$ cat config.mk
export PLATFORM = sky130hd
export DESIGN_NAME = led_indicator_control
export DESIGN_NICKNAME = d
export VERILOG_FILES = /design/src/core/led_indicator_pkg.sv /design/src/core/led_indicator_control.sv /design/src/core/blink_phase_engine.sv
export SDC_FILE = /design/constraint.sdc
export NUM_CORES = 1
export LEC_CHECK = 0
export ABC_AREA = 1
export BUFFER_PORTS_ARGS = -buffer_cell sky130_fd_sc_hd__buf_2
export CORE_MARGIN = 3
export CORE_UTILIZATION = 40
export CTS_CLUSTER_SIZE = 24
export DETAILED_ROUTE_END_ITERATION = 10
export PLACE_DENSITY = 0.64
export SLEW_MARGIN = 20
export SYNTH_ARGS = -nofsm -noshare
export SYNTH_HDL_FRONTEND = slang
export SYNTH_SLANG_ARGS = --single-unit
$ cat constraint.sdc
create_clock -name core_clk_in -period 10.58 [get_ports core_clk_in]
set_input_delay 0.529 -clock core_clk_in [delete_from_list [all_inputs] [get_ports core_clk_in]]
set_output_delay 0.529 -clock core_clk_in [all_outputs]
set_load 0.05 [all_outputs]
$ cat src/core/led_indicator_pkg.sv
// shared constants and types for the second status indicator controller
package led_indicator_pkg;

  // register map in the management space
  localparam logic [15:0] TIMES_ADDR = 16'h8C81;
  localparam logic [15:0] CTRL_ADDR = 16'h8C82;
  localparam logic [15:0] TIMES_RESET = 16'h3636;
  localparam logic [15:0] CTRL_RESET = 16'h8E80;

  // field layout
  localparam int FIELD_W = 8;
  localparam int ON_MSB = 15;
  localparam int ON_LSB = 8;
  localparam int OFF_MSB = 7;
  localparam int OFF_LSB = 0;
  localparam int EN_BIT = 15;
  localparam int QUAL_BIT = 14;
  localparam int MODE_BIT = 13;
  localparam int FUNC_MSB = 12;
  localparam int FUNC_LSB = 8;
  localparam int FUNC_W = 5;

  // source selections
  localparam logic [4:0] LINK_ANY_TRAFFIC_FN = 5'h00;
  localparam logic [4:0] LINK_SEND_TRAFFIC_FN = 5'h01;
  localparam logic [4:0] LINK_RECEIVE_TRAFFIC_FN = 5'h02;
  localparam logic [4:0] LINK_ALONE_FN = 5'h03;
  localparam logic [4:0] ANY_TRAFFIC_FN = 5'h04;
  localparam logic [4:0] SEND_TRAFFIC_FN = 5'h05;
  localparam logic [4:0] RECEIVE_TRAFFIC_FN = 5'h06;
  localparam logic [4:0] STEADY_ON_FN = 5'h0D;
  localparam logic [4:0] STEADY_OFF_FN = 5'h0E;
  localparam logic [4:0] FREE_BLINK_FN = 5'h0F;
  localparam logic [4:0] HIGH_AMPLITUDE_FN = 5'h10;
  localparam logic [4:0] LOW_AMPLITUDE_FN = 5'h11;
  localparam logic [4:0] LEADER_FN = 5'h12;
  localparam logic [4:0] FOLLOWER_FN = 5'h13;
  localparam logic [4:0] MISMATCHED_LINK_SETUP_FN = 5'h14;

  // timing
  localparam int CLK_PERIOD_NS = 25;
  localparam int UNIT_TIME_MS = 4;
  localparam int UNIT_CYCLES = (UNIT_TIME_MS * 1000000 + CLK_PERIOD_NS - 1) / CLK_PERIOD_NS;
  localparam int WINDOW_TIME_MS = 1000;
  localparam int WINDOW_UNITS = WINDOW_TIME_MS / UNIT_TIME_MS;
  localparam int WIN_W = 8;
  localparam int LEN_W = 12;
  localparam int GRADE_W = 4;
  localparam logic [3:0] GRADE_STEPS = 4'hA;
  localparam int UNITS_PER_GRADE = WINDOW_UNITS / 10;

  typedef enum logic {PH_OFF, PH_ON} blink_phase_t;

endpackage

$ cat src/core/led_indicator_control.sv
// second status indicator controller with blink timing and activity grading
// Contract
// - The lit phase of a blink lasts the on-time field times 4 ms.
// - The dark phase of a blink lasts the off-time field times 4 ms.
// - Both blink time fields come out of reset at 0x36, and software should keep them above 3.
// - With mode 0 each blink cycle opens with the dark phase and then the lit phase.
// - With mode 1 each blink cycle opens with the lit phase and then the dark phase.
// - With both time fields at zero the selected activity signal drives the indicator live.
// - A link-and-traffic source lights the indicator on an idle link and darkens it on link loss or traffic.
// - A traffic-only source keeps the indicator dark when idle and lights it on traffic.
// - Clearing the enable bit forces the indicator dark; it resets set.
// - The gate bit ties the amplitude and role indications to link state when set.
// - Mode 0 blinks at the programmed times whenever traffic is present, and for link-and-traffic sources only while the link is up.
// - Mode 1 grades traffic in 10% steps, lengthening the dark and shortening the lit phase as traffic rises.
// - Mode 1 re-measures the traffic level once per window of 640 ms to 1.5 s.
// - Steady, blink and mismatch selections are never gated by link state.
// - Level and role selections bypass blinking and show the chosen signal steadily.
`timescale 1ns/10ps
module led_indicator_control #(
  parameter int UNIT_CYCLES = led_indicator_pkg::UNIT_CYCLES,
  parameter int WINDOW_UNITS = led_indicator_pkg::WINDOW_UNITS
) (
  // clock, reset, freeze
  input wire logic core_clk_in,
  input wire logic rst_in,
  input wire logic ce_in,
  // management register access
  input wire logic [15:0] reg_addr_in,
  input wire logic reg_wr_in,
  input wire logic reg_rd_in,
  input wire logic [15:0] reg_wdata_in,
  output logic [15:0] reg_rdata_out,
  output logic reg_rvalid_out,
  // port status from the core
  input wire logic link_up_in,
  input wire logic send_traffic_in,
  input wire logic receive_traffic_in,
  input wire logic high_amplitude_indication_in,
  input wire logic low_amplitude_indication_in,
  input wire logic leader_role_in,
  input wire logic follower_role_in,
  input wire logic mismatched_link_setup_in,
  // indicator
  output logic led_out
);

  localparam int PRE_W = $clog2(UNIT_CYCLES);
  localparam int LEN_W = led_indicator_pkg::LEN_W;
  localparam int GRADE_W = led_indicator_pkg::GRADE_W;
  localparam int WIN_W = led_indicator_pkg::WIN_W;
  localparam int PROD_W = 2 * LEN_W;

  // ---- registers
  logic [15:0] times_r, times_nxt, ctrl_r, ctrl_nxt, rdata_r, rdata_nxt;
  logic rvalid_r, rvalid_nxt;

  always_comb begin
    times_nxt = times_r;
    ctrl_nxt = ctrl_r;
    rdata_nxt = rdata_r;
    rvalid_nxt = reg_rd_in;
    if (reg_wr_in && reg_addr_in == led_indicator_pkg::TIMES_ADDR) begin
      times_nxt = reg_wdata_in;
    end
    if (reg_wr_in && reg_addr_in == led_indicator_pkg::CTRL_ADDR) begin
      ctrl_nxt = reg_wdata_in;
    end
    if (reg_rd_in) begin
      unique case (reg_addr_in)
        led_indicator_pkg::TIMES_ADDR: rdata_nxt = times_r;
        led_indicator_pkg::CTRL_ADDR: rdata_nxt = ctrl_r;
        default: rdata_nxt = 16'h0000;
      endcase
    end
  end

  always_ff @(posedge core_clk_in or posedge rst_in) begin
    if (rst_in) begin
      times_r <= led_indicator_pkg::TIMES_RESET;
      ctrl_r <= led_indicator_pkg::CTRL_RESET;
      rdata_r <= 16'h0000;
      rvalid_r <= 1'b0;
    end else if (ce_in) begin
      times_r <= times_nxt;
      ctrl_r <= ctrl_nxt;
      rdata_r <= rdata_nxt;
      rvalid_r <= rvalid_nxt;
    end
  end

  assign reg_rdata_out = rdata_r;
  assign reg_rvalid_out = rvalid_r;

  // ---- field decode
  logic [7:0] on_time_count, off_time_count;
  logic [4:0] indicator_source_select;
  logic indicator_enable, gate_with_link_state, indicator_mode_select;

  assign on_time_count = times_r[led_indicator_pkg::ON_MSB:led_indicator_pkg::ON_LSB];
  assign off_time_count = times_r[led_indicator_pkg::OFF_MSB:led_indicator_pkg::OFF_LSB];
  assign indicator_enable = ctrl_r[led_indicator_pkg::EN_BIT];
  assign gate_with_link_state = ctrl_r[led_indicator_pkg::QUAL_BIT];
  assign indicator_mode_select = ctrl_r[led_indicator_pkg::MODE_BIT];
  assign indicator_source_select = ctrl_r[led_indicator_pkg::FUNC_MSB:led_indicator_pkg::FUNC_LSB];

  // ---- 4 ms tick
  logic [PRE_W-1:0] pre_r, pre_nxt;
  logic tick;

  assign tick = (pre_r == PRE_W'(UNIT_CYCLES - 1));

  always_comb begin
    pre_nxt = tick ? '0 : pre_r + PRE_W'(1);
  end

  always_ff @(posedge core_clk_in or posedge rst_in) begin
    if (rst_in) begin
      pre_r <= '0;
    end else if (ce_in) begin
      pre_r <= pre_nxt;
    end
  end

  // ---- source selection
  logic act_sel, link_traffic_fn, traffic_fn, level_role_fn;

  always_comb begin
    act_sel = 1'b0;
    unique case (indicator_source_select)
      led_indicator_pkg::LINK_ANY_TRAFFIC_FN, led_indicator_pkg::ANY_TRAFFIC_FN:
        act_sel = send_traffic_in | receive_traffic_in;
      led_indicator_pkg::LINK_SEND_TRAFFIC_FN, led_indicator_pkg::SEND_TRAFFIC_FN:
        act_sel = send_traffic_in;
      led_indicator_pkg::LINK_RECEIVE_TRAFFIC_FN, led_indicator_pkg::RECEIVE_TRAFFIC_FN:
        act_sel = receive_traffic_in;
      default: act_sel = 1'b0;
    endcase
  end

  assign link_traffic_fn = (indicator_source_select <= led_indicator_pkg::LINK_RECEIVE_TRAFFIC_FN);
  assign traffic_fn = (indicator_source_select >= led_indicator_pkg::ANY_TRAFFIC_FN) &&
                      (indicator_source_select <= led_indicator_pkg::RECEIVE_TRAFFIC_FN);
  assign level_role_fn = (indicator_source_select >= led_indicator_pkg::HIGH_AMPLITUDE_FN) &&
                         (indicator_source_select <= led_indicator_pkg::FOLLOWER_FN);

  // ---- traffic grading over one window
  logic [WIN_W-1:0] win_r, win_nxt, units_r, units_nxt, units_total;
  logic unit_act_r, unit_act_nxt;
  logic [GRADE_W-1:0] grade_r, grade_nxt;

  assign units_total = units_r + WIN_W'(unit_act_r | act_sel);

  always_comb begin
    win_nxt = win_r;
    units_nxt = units_r;
    grade_nxt = grade_r;
    unit_act_nxt = unit_act_r | act_sel;
    if (tick) begin
      unit_act_nxt = 1'b0;
      if (win_r == WIN_W'(WINDOW_UNITS - 1)) begin
        win_nxt = '0;
        units_nxt = '0;
        // one grade per 10% of the window that saw traffic
        grade_nxt = GRADE_W'(units_total / WIN_W'(led_indicator_pkg::UNITS_PER_GRADE));
        if (grade_nxt > led_indicator_pkg::GRADE_STEPS) begin
          grade_nxt = led_indicator_pkg::GRADE_STEPS;
        end
      end else begin
        win_nxt = win_r + WIN_W'(1);
        units_nxt = units_total;
      end
    end
  end

  always_ff @(posedge core_clk_in or posedge rst_in) begin
    if (rst_in) begin
      win_r <= '0;
      units_r <= '0;
      unit_act_r <= 1'b0;
      grade_r <= '0;
    end else if (ce_in) begin
      win_r <= win_nxt;
      units_r <= units_nxt;
      unit_act_r <= unit_act_nxt;
      grade_r <= grade_nxt;
    end
  end

  // ---- blink lengths: graded mode trades lit time for dark time
  logic [LEN_W-1:0] on_len, off_len, on_scaled, off_scaled;

  always_comb begin
    on_scaled = LEN_W'(PROD_W'(on_time_count) * (PROD_W'(led_indicator_pkg::GRADE_STEPS) - PROD_W'(grade_r)) /
                       PROD_W'(led_indicator_pkg::GRADE_STEPS));
    off_scaled = LEN_W'(PROD_W'(off_time_count) * (PROD_W'(led_indicator_pkg::GRADE_STEPS) + PROD_W'(grade_r)) /
                        PROD_W'(led_indicator_pkg::GRADE_STEPS));
    on_len = indicator_mode_select ? on_scaled : LEN_W'(on_time_count);
    off_len = indicator_mode_select ? off_scaled : LEN_W'(off_time_count);
  end

  // ---- blink run control; a started cycle completes even if traffic stops
  logic busy_r, busy_nxt, pending, run, phase_on, cycle_done;

  always_comb begin
    busy_nxt = busy_r;
    // a blink that is no longer allowed to run must not resume later from stale state
    if (cycle_done || !run) begin
      busy_nxt = 1'b0;
    end
    if (act_sel) begin
      busy_nxt = 1'b1;
    end
  end

  always_ff @(posedge core_clk_in or posedge rst_in) begin
    if (rst_in) begin
      busy_r <= 1'b0;
    end else if (ce_in) begin
      busy_r <= busy_nxt;
    end
  end

  assign pending = indicator_mode_select ? (grade_r != '0) | busy_r : act_sel | busy_r;
  assign run = (link_traffic_fn & link_up_in & pending) | (traffic_fn & pending) |
               (indicator_source_select == led_indicator_pkg::FREE_BLINK_FN);

  blink_phase_engine #(
    .LEN_W(LEN_W)
  ) u_blink (
    .core_clk_in(core_clk_in),
    .rst_in(rst_in),
    .ce_in(ce_in),
    .tick_in(tick),
    .run_in(run),
    .start_on_in(indicator_mode_select),
    .on_len_in(on_len),
    .off_len_in(off_len),
    .phase_on_out(phase_on),
    .cycle_done_out(cycle_done)
  );

  // ---- indicator output
  logic live, led_r, led_nxt, level_role_sig;

  assign live = (on_time_count == 8'h00) && (off_time_count == 8'h00);

  always_comb begin
    level_role_sig = 1'b0;
    unique case (indicator_source_select)
      led_indicator_pkg::HIGH_AMPLITUDE_FN: level_role_sig = high_amplitude_indication_in;
      led_indicator_pkg::LOW_AMPLITUDE_FN: level_role_sig = low_amplitude_indication_in;
      led_indicator_pkg::LEADER_FN: level_role_sig = leader_role_in;
      led_indicator_pkg::FOLLOWER_FN: level_role_sig = follower_role_in;
      default: level_role_sig = 1'b0;
    endcase
  end

  always_comb begin
    led_nxt = 1'b0;
    if (!indicator_enable) begin
      led_nxt = 1'b0;
    end else if (link_traffic_fn) begin
      if (live) begin
        led_nxt = link_up_in & ~act_sel;
      end else begin
        led_nxt = link_up_in & (run ? phase_on : 1'b1);
      end
    end else if (traffic_fn) begin
      led_nxt = live ? act_sel : (run & phase_on);
    end else if (level_role_fn) begin
      led_nxt = level_role_sig & (~gate_with_link_state | link_up_in);
    end else begin
      unique case (indicator_source_select)
        led_indicator_pkg::LINK_ALONE_FN: led_nxt = link_up_in;
        led_indicator_pkg::STEADY_ON_FN: led_nxt = 1'b1;
        led_indicator_pkg::FREE_BLINK_FN: led_nxt = phase_on;
        led_indicator_pkg::MISMATCHED_LINK_SETUP_FN: led_nxt = mismatched_link_setup_in;
        default: led_nxt = 1'b0;
      endcase
    end
  end

  always_ff @(posedge core_clk_in or posedge rst_in) begin
    if (rst_in) begin
      led_r <= 1'b0;
    end else if (ce_in) begin
      led_r <= led_nxt;
    end
  end

  assign led_out = led_r;

  // ---- checks
  times_reset_a: assert property (@(posedge core_clk_in) disable iff (rst_in)
    $past(rst_in) |-> (times_r == led_indicator_pkg::TIMES_RESET && ctrl_r == led_indicator_pkg::CTRL_RESET))
    else $error("register reset value wrong");
  disabled_dark_a: assert property (@(posedge core_clk_in) disable iff (rst_in)
    (ce_in && !indicator_enable) |=> !led_out)
    else $error("disabled indicator lit");

  live_link_a: assert property (@(posedge core_clk_in) disable iff (rst_in)
    (ce_in && indicator_enable && live && link_traffic_fn) |=> (led_out == $past(link_up_in & ~act_sel)))
    else $error("live link traffic view wrong");
  link_loss_a: assert property (@(posedge core_clk_in) disable iff (rst_in)
    (ce_in && link_traffic_fn && !link_up_in) |=> !led_out)
    else $error("indicator lit without link");

  idle_dark_a: assert property (@(posedge core_clk_in) disable iff (rst_in)
    (ce_in && traffic_fn && !run && !live) |=> !led_out)
    else $error("traffic indicator lit while idle");
  gated_level_a: assert property (@(posedge core_clk_in) disable iff (rst_in)
    (ce_in && level_role_fn && gate_with_link_state && !link_up_in) |=> !led_out)
    else $error("gated level shown without link");

  steady_status_a: assert property (@(posedge core_clk_in) disable iff (rst_in)
    (ce_in && indicator_enable && level_role_fn && !gate_with_link_state) |=> (led_out == $past(level_role_sig)))
    else $error("status indication not steady");

  never_gated_a: assert property (@(posedge core_clk_in) disable iff (rst_in)
    (ce_in && indicator_enable && indicator_source_select == led_indicator_pkg::STEADY_ON_FN) |=> led_out)
    else $error("steady on not lit");

  grade_range_a: assert property (@(posedge core_clk_in) disable iff (rst_in)
    grade_r <= led_indicator_pkg::GRADE_STEPS)
    else $error("traffic grade out of range");
  window_len_a: assert property (@(posedge core_clk_in) disable iff (rst_in)
    (ce_in && !(tick && win_r == WIN_W'(WINDOW_UNITS - 1))) |=> $stable(grade_r))
    else $error("traffic grade changed inside a window");

  blink_seen_c: cover property (@(posedge core_clk_in) disable iff (rst_in)
    run && $rose(phase_on));
  graded_c: cover property (@(posedge core_clk_in) disable iff (rst_in)
    indicator_mode_select && grade_r != '0);
  live_c: cover property (@(posedge core_clk_in) disable iff (rst_in)
    live && traffic_fn && led_out);
  gated_c: cover property (@(posedge core_clk_in) disable iff (rst_in)
    level_role_fn && gate_with_link_state && level_role_sig && !link_up_in);

endmodule // led_indicator_control

$ cat src/core/blink_phase_engine.sv
// on/off phase sequencer counted in 4 ms ticks
`timescale 1ns/10ps
module blink_phase_engine #(
  parameter int LEN_W = led_indicator_pkg::LEN_W
) (
  // clock and reset
  input wire logic core_clk_in,
  input wire logic rst_in,
  input wire logic ce_in,
  // control
  input wire logic tick_in,
  input wire logic run_in,
  input wire logic start_on_in,
  input wire logic [LEN_W-1:0] on_len_in,
  input wire logic [LEN_W-1:0] off_len_in,
  // status
  output logic phase_on_out,
  output logic cycle_done_out
);

  led_indicator_pkg::blink_phase_t phase_r, phase_nxt, start_ph;
  logic [LEN_W-1:0] cnt_r, cnt_nxt, len_r, len_nxt, on_eff, off_eff;
  logic done_r, done_nxt, run_r, load;

  // a zero-length phase would stall the sequence, so it lasts one tick
  assign on_eff = (on_len_in == '0) ? LEN_W'(1) : on_len_in;
  assign off_eff = (off_len_in == '0) ? LEN_W'(1) : off_len_in;

  // the first running cycle reloads the start phase, since one write can change mode and run together
  assign load = !run_in || !run_r;

  always_comb begin
    start_ph = start_on_in ? led_indicator_pkg::PH_ON : led_indicator_pkg::PH_OFF;
    phase_nxt = phase_r;
    cnt_nxt = cnt_r;
    len_nxt = len_r;
    done_nxt = 1'b0;
    if (load) begin
      phase_nxt = start_ph;
      cnt_nxt = '0;
      len_nxt = start_on_in ? on_eff : off_eff;
    end else if (tick_in) begin
      if (cnt_r + LEN_W'(1) >= len_r) begin
        phase_nxt = (phase_r == led_indicator_pkg::PH_ON) ? led_indicator_pkg::PH_OFF : led_indicator_pkg::PH_ON;
        cnt_nxt = '0;
        // lengths are taken at phase entry, so a grade change never cuts a running phase short
        len_nxt = (phase_r == led_indicator_pkg::PH_ON) ? off_eff : on_eff;
        done_nxt = (phase_nxt == start_ph);
      end else begin
        cnt_nxt = cnt_r + LEN_W'(1);
      end
    end
  end

  always_ff @(posedge core_clk_in or posedge rst_in) begin
    if (rst_in) begin
      phase_r <= led_indicator_pkg::PH_OFF;
      cnt_r <= '0;
      len_r <= LEN_W'(1);
      done_r <= 1'b0;
      run_r <= 1'b0;
    end else if (ce_in) begin
      phase_r <= phase_nxt;
      cnt_r <= cnt_nxt;
      len_r <= len_nxt;
      done_r <= done_nxt;
      run_r <= run_in;
    end
  end

  assign phase_on_out = run_r ? (phase_r == led_indicator_pkg::PH_ON) : start_on_in;
  assign cycle_done_out = done_r;

  // helper: ticks spent in the current phase, independent of cnt_r
  logic [LEN_W-1:0] seen_r, want_r;
  always_ff @(posedge core_clk_in or posedge rst_in) begin
    if (rst_in) begin
      seen_r <= '0;
      want_r <= LEN_W'(1);
    end else if (ce_in) begin
      if (load || phase_nxt != phase_r) begin
        seen_r <= '0;
        want_r <= (phase_nxt == led_indicator_pkg::PH_ON) ? on_eff : off_eff;
      end else if (tick_in) begin
        seen_r <= seen_r + LEN_W'(1);
      end
    end
  end

  on_phase_len_a: assert property (@(posedge core_clk_in) disable iff (rst_in)
    (ce_in && !load && tick_in && phase_r == led_indicator_pkg::PH_ON && phase_nxt == led_indicator_pkg::PH_OFF)
    |-> (seen_r + LEN_W'(1) == want_r))
    else $error("on phase length wrong");

  off_phase_len_a: assert property (@(posedge core_clk_in) disable iff (rst_in)
    (ce_in && !load && tick_in && phase_r == led_indicator_pkg::PH_OFF && phase_nxt == led_indicator_pkg::PH_ON)
    |-> (seen_r + LEN_W'(1) == want_r))
    else $error("off phase length wrong");

  start_phase_a: assert property (@(posedge core_clk_in) disable iff (rst_in)
    (ce_in && !run_in) |=> ((phase_r == led_indicator_pkg::PH_ON) == $past(start_on_in)))
    else $error("blink does not start in the selected phase");

endmodule // blink_phase_engine

==> impl_metrics.csv, run 1 <==
group,metric,value,unit
sta,worst_slack,2480,ps
sta,final_hold_viol_count,0,
final_layout,antenna_cells,0,
detailed_routing,antenna_left,0,
logic_synthesis,syn_nets,1747,
logic_synthesis,synth_seq_cells,117,
global_route,grt_pass1_wl,48.3,mm
floorplan,die_w,173,µm
critical_path,path_max_fanout,12,
sta,setup_violations,0,
placed_design,port_buffers,62,
critical_path,end_kind,"flop",
clock_tree,cts_hold_buffers,0,
critical_path,crit_slowest_cell,"dfrtp_1",
logic_synthesis,yosysUniqueCellTypes,55,
global_route,grt_overflow_total,0,
final_layout,fill_cells,2720,
logic_synthesis,synth_top_flop_cell,"dfrtp_1",
critical_path,r2r_cells,60,
global_route,grtUsageTotal,19.4,%
critical_path,cp-start-kind,"flop",
detailed_routing,wl_per_cell,14.0,µm
floorplan,core_area,0.0271,mm²
sta,maxSlewViolCount,0,
critical_path,cp_common_cell,"nand2_1",
global_route,grt_max_degree,62,
global_route,grt_pass1_vias,10115,
critical_path,criticalPathCategory,"reg2reg",
final_layout,layout-drive-gt1-share,14.7,%
detailed_routing,via_count,10333,
clock_tree,cts_resized,0,
run,drv_cap,0,
placed_design,place.gp.congestion,0.899,
clock_tree,clock_path_buffers,2,
critical_path,timing.rr.start,"grade_r[1]",
critical_path,crit_required,10920,ps
power,leakage,6.88,nW
placed_design,dp_hpwl,22.3,mm
placed_design,pre_cts_ws,2630,ps
sta,period_needed,8100,ps
clock_tree,htreeDepth,4,
logic_synthesis,synth_cells,1591,
critical_path,rr_endpoint,"u_blink.len_r[0]",
clock_tree,cts_tree,"done",
sta,max_slew_margin,37.1,%
critical_path,rrSetupSlack,2480,ps
logic_synthesis,synth-edff-count,0,
detailed_routing,wl,28.5,mm
clock_tree,cts_root_buf,"clkbuf_16",
logic_synthesis,ys_seq_area_share,26.5,%
global_route,grt_antenna_before_repair,1,
logic_synthesis,synth_async_sr_flop_share,100,%
detailed_routing,drt_iter0_drc,671,
clock_tree,post_cts_buffers,0,
final_layout,layout_commonest_cell,"nand2_1",
power,ir_worst_vdd,0.0000995,V
clock_tree,insertion_delay,440,ps
sta,rsz0062_at_grt,"no",
floorplan,start_util,41.0,%
critical_path,worstPathArrival,8450,ps
clock_tree,clk_pin_slew,70,ps
floorplan,num_rows,60,
sta,tightestPinTransition,941,ps
worst_hold_path,hold_class,"in2async",
final_layout,final_nets,1807,
sta,tns,0,ps
critical_path,cpPeakStageDelay,700,ps
detailed_routing,vias_per_cell,5.08,
detailed_routing,drt-pass1-iter-count,5,
logic_synthesis,yosysWarnings,0,
clock_tree,cts_buffers,17,
floorplan,die_area,0.0298,mm²
floorplan,die_height,173,µm
sta,fmax,123,MHz
sta,skew,21.3,ps
logic_synthesis,synth_area,0.0111,mm²
final_layout,final_cell_mix,"nand2_1, inv_1, nand3_1",
outcome,status,"completed",
clock_tree,cts_sinks,117,
power,power.density,96.3,mW/mm²
logic_synthesis,syn_area_per_cell,6.98,µm²
final_layout,syn2layout_area_growth,11.8,%
detailed_routing,drcViolationCount,0,
sta,fin_crit_sh,76.6,%
floorplan,io_pins,63,
-- kinds of logic (layout without fill, tap and decap cells) --
logic type	after synthesis	after routing	share of synthesized area, %
buffers and inverters	343	416	11.6
adder cells (fa/ha/maj)	111	111	15.0
multiplexers	17	17	1.71
AND/OR/NAND/NOR	758	758	31.3
flip-flops	117	117	26.5
AO/OA/AOI/OAI	206	206	10.7
XOR/XNOR	39	39	3.27
-- per-layer routing --
layer	share of wire (%)	vias to the layer above	wire, µm	GRT usage, %
li1	-	5205	-	-
met1	47	4811	13400	26.1
met2	46	262	13200	32.3
met3	4.1	53	1180	2.83
met4	2.5	2	704	5.95
met5	0.025	-	7	0
-- cells in the mapped netlist (9+ instances only) --
cell / n / area share [%]
nand3_2: 17 / 1.5
inv_1: 284 / 9.6
xnor2_1: 9 / 0.71
o22ai_1: 20 / 1.1
nand2_1: 375 / 13
nand3_1: 125 / 5.6
nor3_1: 27 / 1.2
fa_1: 37 / 6.7
nor4_1: 11 / 0.62
o21ai_1: 9 / 0.41
o21ai_0: 98 / 4.4
a21oi_1: 36 / 1.6
clkbuf_1: 21 / 0.71
nor2_1: 110 / 3.7
inv_2: 31 / 1.0
dfstp_2: 14 / 3.3
xor2_1: 28 / 2.2
nand2_4: 9 / 0.91
dfrtp_1: 103 / 23
nand2_2: 42 / 2.4
ha_1: 74 / 8.3
nand4_1: 20 / 1.1
mux2_2: 16 / 1.6
-- worst max-delay path: cells and delay by family, from the launching register on --
kind            cells  cell delay (ps)
fa+ha+maj           5             2220
compound gates      1              160
simple gates       46             3860
buf+inv             7              580
flops               1              700
xor+xnor            1              450
-- cell type report --
type | count | area, µm² | area share, %
Clock buffer | 17 | 425 | 3.42
Clock inverter | 15 | 158 | 1.27
Inverter | 318 | 1200 | 9.63
Multi-Input combinational cell | 1131 | 6900 | 55.5
Sequential cell | 117 | 2950 | 23.7
Tap cell | 372 | 465 | 3.75
Timing Repair Buffer | 66 | 340 | 2.74
-- registers in the layout, indices dropped and copies added, names as in the netlist --
name and flops:
u_blink.run_r 1, u_blink.phase_r 1, led_out 1, ctrl_r 16, busy_r 1, unit_act_r 1
u_blink.len_r 12, times_r 16, u_blink.cycle_done_out 1, reg_rvalid_out 1, grade_r 4, win_r 8
u_blink.cnt_r 12, reg_rdata_out 16, units_r 8, pre_r 18
-- power by group --
group	switching (W)	total (W)	internal (W)
logic	0.0000824	0.000127	0.0000445
clock network	0.000263	0.000579	0.000316
registers	0.0000181	0.000491	0.000473
total	0.000363	0.00120	0.000833
-- through the flow --
step	util (%)	cell area (µm²)	hold slack (ps)	total power [W]	cells
3_5_place_dp	43.7	11800	458	0.000626	2004
3_3_place_gp	43.7	11800	453	0.000623	2004
5_1_grt	45.8	12400	263	0.00125	2036
4_1_cts	45.8	12400	231	0.00121	2036
6_report	45.8	12400	216	0.00120	2036
2_1_floorplan	-	11100	446	0.000585	1591
-- worst max path at each step --
stage	cells past startpoint	to	slack [ps]	start
after floorplan	66	u_blink.len_r[0]	3560	grade_r[1]
after CTS	65	u_blink.len_r[0]	2580	grade_r[1]
after detailed placement	65	u_blink.len_r[0]	2630	grade_r[1]
final	60	u_blink.len_r[0]	2480	grade_r[1]
after global routing	60	u_blink.len_r[0]	1660	grade_r[1]
after global placement	62	u_blink.len_r[0]	2840	grade_r[1]
Power figures use the tool's default switching activity.
==> run 2, diff against run 1 <==
- clock period: 10.58 -> 7.94 ns (I/O delays scaled with it)
==> run 2 against run 1 <==
  * Final cell count grew 0.39%
  * Critical path depth increased by 2
  * Sequential power grew 33%
==> impl_metrics.csv, run 2 (synthesis results as in run 1) <==
group,metric,value,unit
final_layout,final_core_util,46.8,%
sta,maxSlewViolCount,0,
global_route,grt_max_degree,75,
clock_tree,insertion_delay,430,ps
final_layout,layout_commonest_cell,"nand2_1",
floorplan,die_area,0.0298,mm²
final_layout,final_nets,1815,
final_layout,layout-drive-gt1-share,17.3,%
detailed_routing,drt_iter0_drc,551,
clock_tree,cts_hold_buffers,0,
final_layout,register_area,0.00295,mm²
placed_design,dp.cells,2006,
sta,fin_hold_ws,14.7,ps
critical_path,criticalPathCategory,"reg2reg",
sta,skew,17.6,ps
clock_tree,cts_buffers,17,
detailed_routing,wl,28.4,mm
critical_path,crit_required,8290,ps
detailed_routing,drcViolationCount,0,
critical_path,worstPathArrival,7670,ps
final_layout,top_register,"pre_r",
power,power.density,129,mW/mm²
global_route,met3_usage,2.35,%
final_layout,largest_reg_flops,18,
sta,final_hold_viol_count,0,
clock_tree,cts_sinks,117,
sta,max_slew_margin,35.0,%
power,ir_worst_vdd,0.000170,V
critical_path,end_kind,"flop",
clock_tree,cts_tree,"done",
detailed_routing,via_count,10196,
outcome,status,"completed",
clock_tree,htreeDepth,4,
worst_hold_path,hold_class,"in2async",
global_route,grtUsageTotal,19.1,%
critical_path,path_max_fanout,7,
final_layout,multi_input_area,0.00706,mm²
critical_path,r2r_cells,62,
floorplan,die_w,173,µm
detailed_routing,wl_per_cell,13.9,µm
floorplan,core_area,0.0271,mm²
global_route,grt_overflow_total,0,
final_layout,final_cell_mix,"nand2_1, inv_1, nand3_1",
global_route,grt_util_met1,26.2,%
sta,setup_violations,0,
critical_path,cp-start-kind,"flop",
critical_path,cpPeakStageDelay,550,ps
global_route,grt_antenna_before_repair,0,
global_route,grtUsageMet2,31.6,%
placed_design,dp_hpwl,22.1,mm
clock_tree,clk_pin_slew,60,ps
placed_design,place.gp.congestion,0.878,
global_route,grt_pass1_wl,47.9,mm
detailed_routing,antenna_left,0,
floorplan,io_pins,63,
global_route,top_usage_layer,"met2",
detailed_routing,vias_per_cell,4.99,
clock_tree,clock_path_buffers,2,
sta,tightestPinTransition,973,ps
final_layout,syn2layout_area_growth,14.1,%
floorplan,die_height,173,µm
global_route,grt_pass1_vias,9859,
sta,fmax,137,MHz
floorplan,num_rows,60,
floorplan,start_util,41.0,%
sta,fin_crit_sh,92.2,%
placed_design,port_buffers,62,
final_layout,layoutNonFillerInstCount,2044,
power,total_power,0.00164,W
sta,period_needed,7320,ps
clock_tree,cts_root_buf,"clkbuf_16",
final_layout,antenna_cells,0,
placed_design,pre_cts_ws,293,ps
final_layout,fill_cells,2656,
detailed_routing,drt-pass1-iter-count,5,
critical_path,crit_slowest_cell,"fa_1",
sta,worst_slack,616,ps
power,leakage,6.92,nW
run,drv_cap,0,
-- run 2: cell types whose count changed in the layout (fill, tap and decap cells not counted), moves of 4 or more --
cell | before | now
buf_4 | 4 | 12
ha_1 | 74 | 65
ha_2 | 0 | 7
inv_1 | 283 | 276
inv_2 | 31 | 37
inv_6 | 2 | 6
inv_8 | 8 | 4
nand2_1 | 375 | 367
nand2_2 | 42 | 47
nor2_1 | 109 | 104
nor2_2 | 2 | 6
-- run 2: metrics by stage --
step	setup TNS [ps]	cell area, µm²
after global routing	-25.9	12700
after global placement	0	11800
final	0	12700
after CTS	0	12500
after floorplan	0	11100
after detailed placement	0	11800
-- run 2: path summary, 6_finish.rpt --
check / start / endpoint / slack [ps]
hold / removal: rst_in / units_r[2] / 10
hold reg to reg: ctrl_r[14] / ctrl_r[14] / 480
setup / recovery: grade_r[2] / u_blink.len_r[0] / 620
min in group core_clk_in: reg_wdata_in[10] / times_r[10] / 210
setup reg to reg: grade_r[2] / u_blink.len_r[0] / 620
max in group asynchronous: rst_in / grade_r[1] / 6490
-- run 2: what timing repair did --
item | 4_1_cts | 5_1_grt
gates resized for setup | 0 | 47
setup endpoints to repair | 0 | 4
setup buffers | 0 | 6
-- run 2: critical path, delay by kind of cell, from the launching register on --
family	cells	cell delay, ps
AO/OA/AOI/OAI	1	220
adder cells (fa/ha/maj)	5	2110
flip-flops	1	410
AND/OR/NAND/NOR	48	3820
XOR/XNOR	1	270
buffers and inverters	7	410
-- run 2: layout make-up --
cell class / count / area share (%)
multi-input cells: 1131 / 55.7
flip-flops and latches: 117 / 23.3
inverters: 318 / 9.47
well taps: 372 / 3.67
clock buffers: 17 / 3.36
repair buffers: 74 / 3.16
clock inverters: 15 / 1.43
-- run 2: power breakdown --
part / switching (W) / leakage (nW) / internal (W)
logic: 0.000112 / 5.18 / 0.0000593
registers: 0.0000229 / 1.45 / 0.000630
clock network: 0.000336 / 0.294 / 0.000477
total: 0.000471 / 6.92 / 0.00117
-- run 2: routing by layer --
layer	up-vias	part of all wire, %
met4	0	2.3
met5	-	0
met3	44	3.3
li1	5228	-
met2	215	46
met1	4709	48
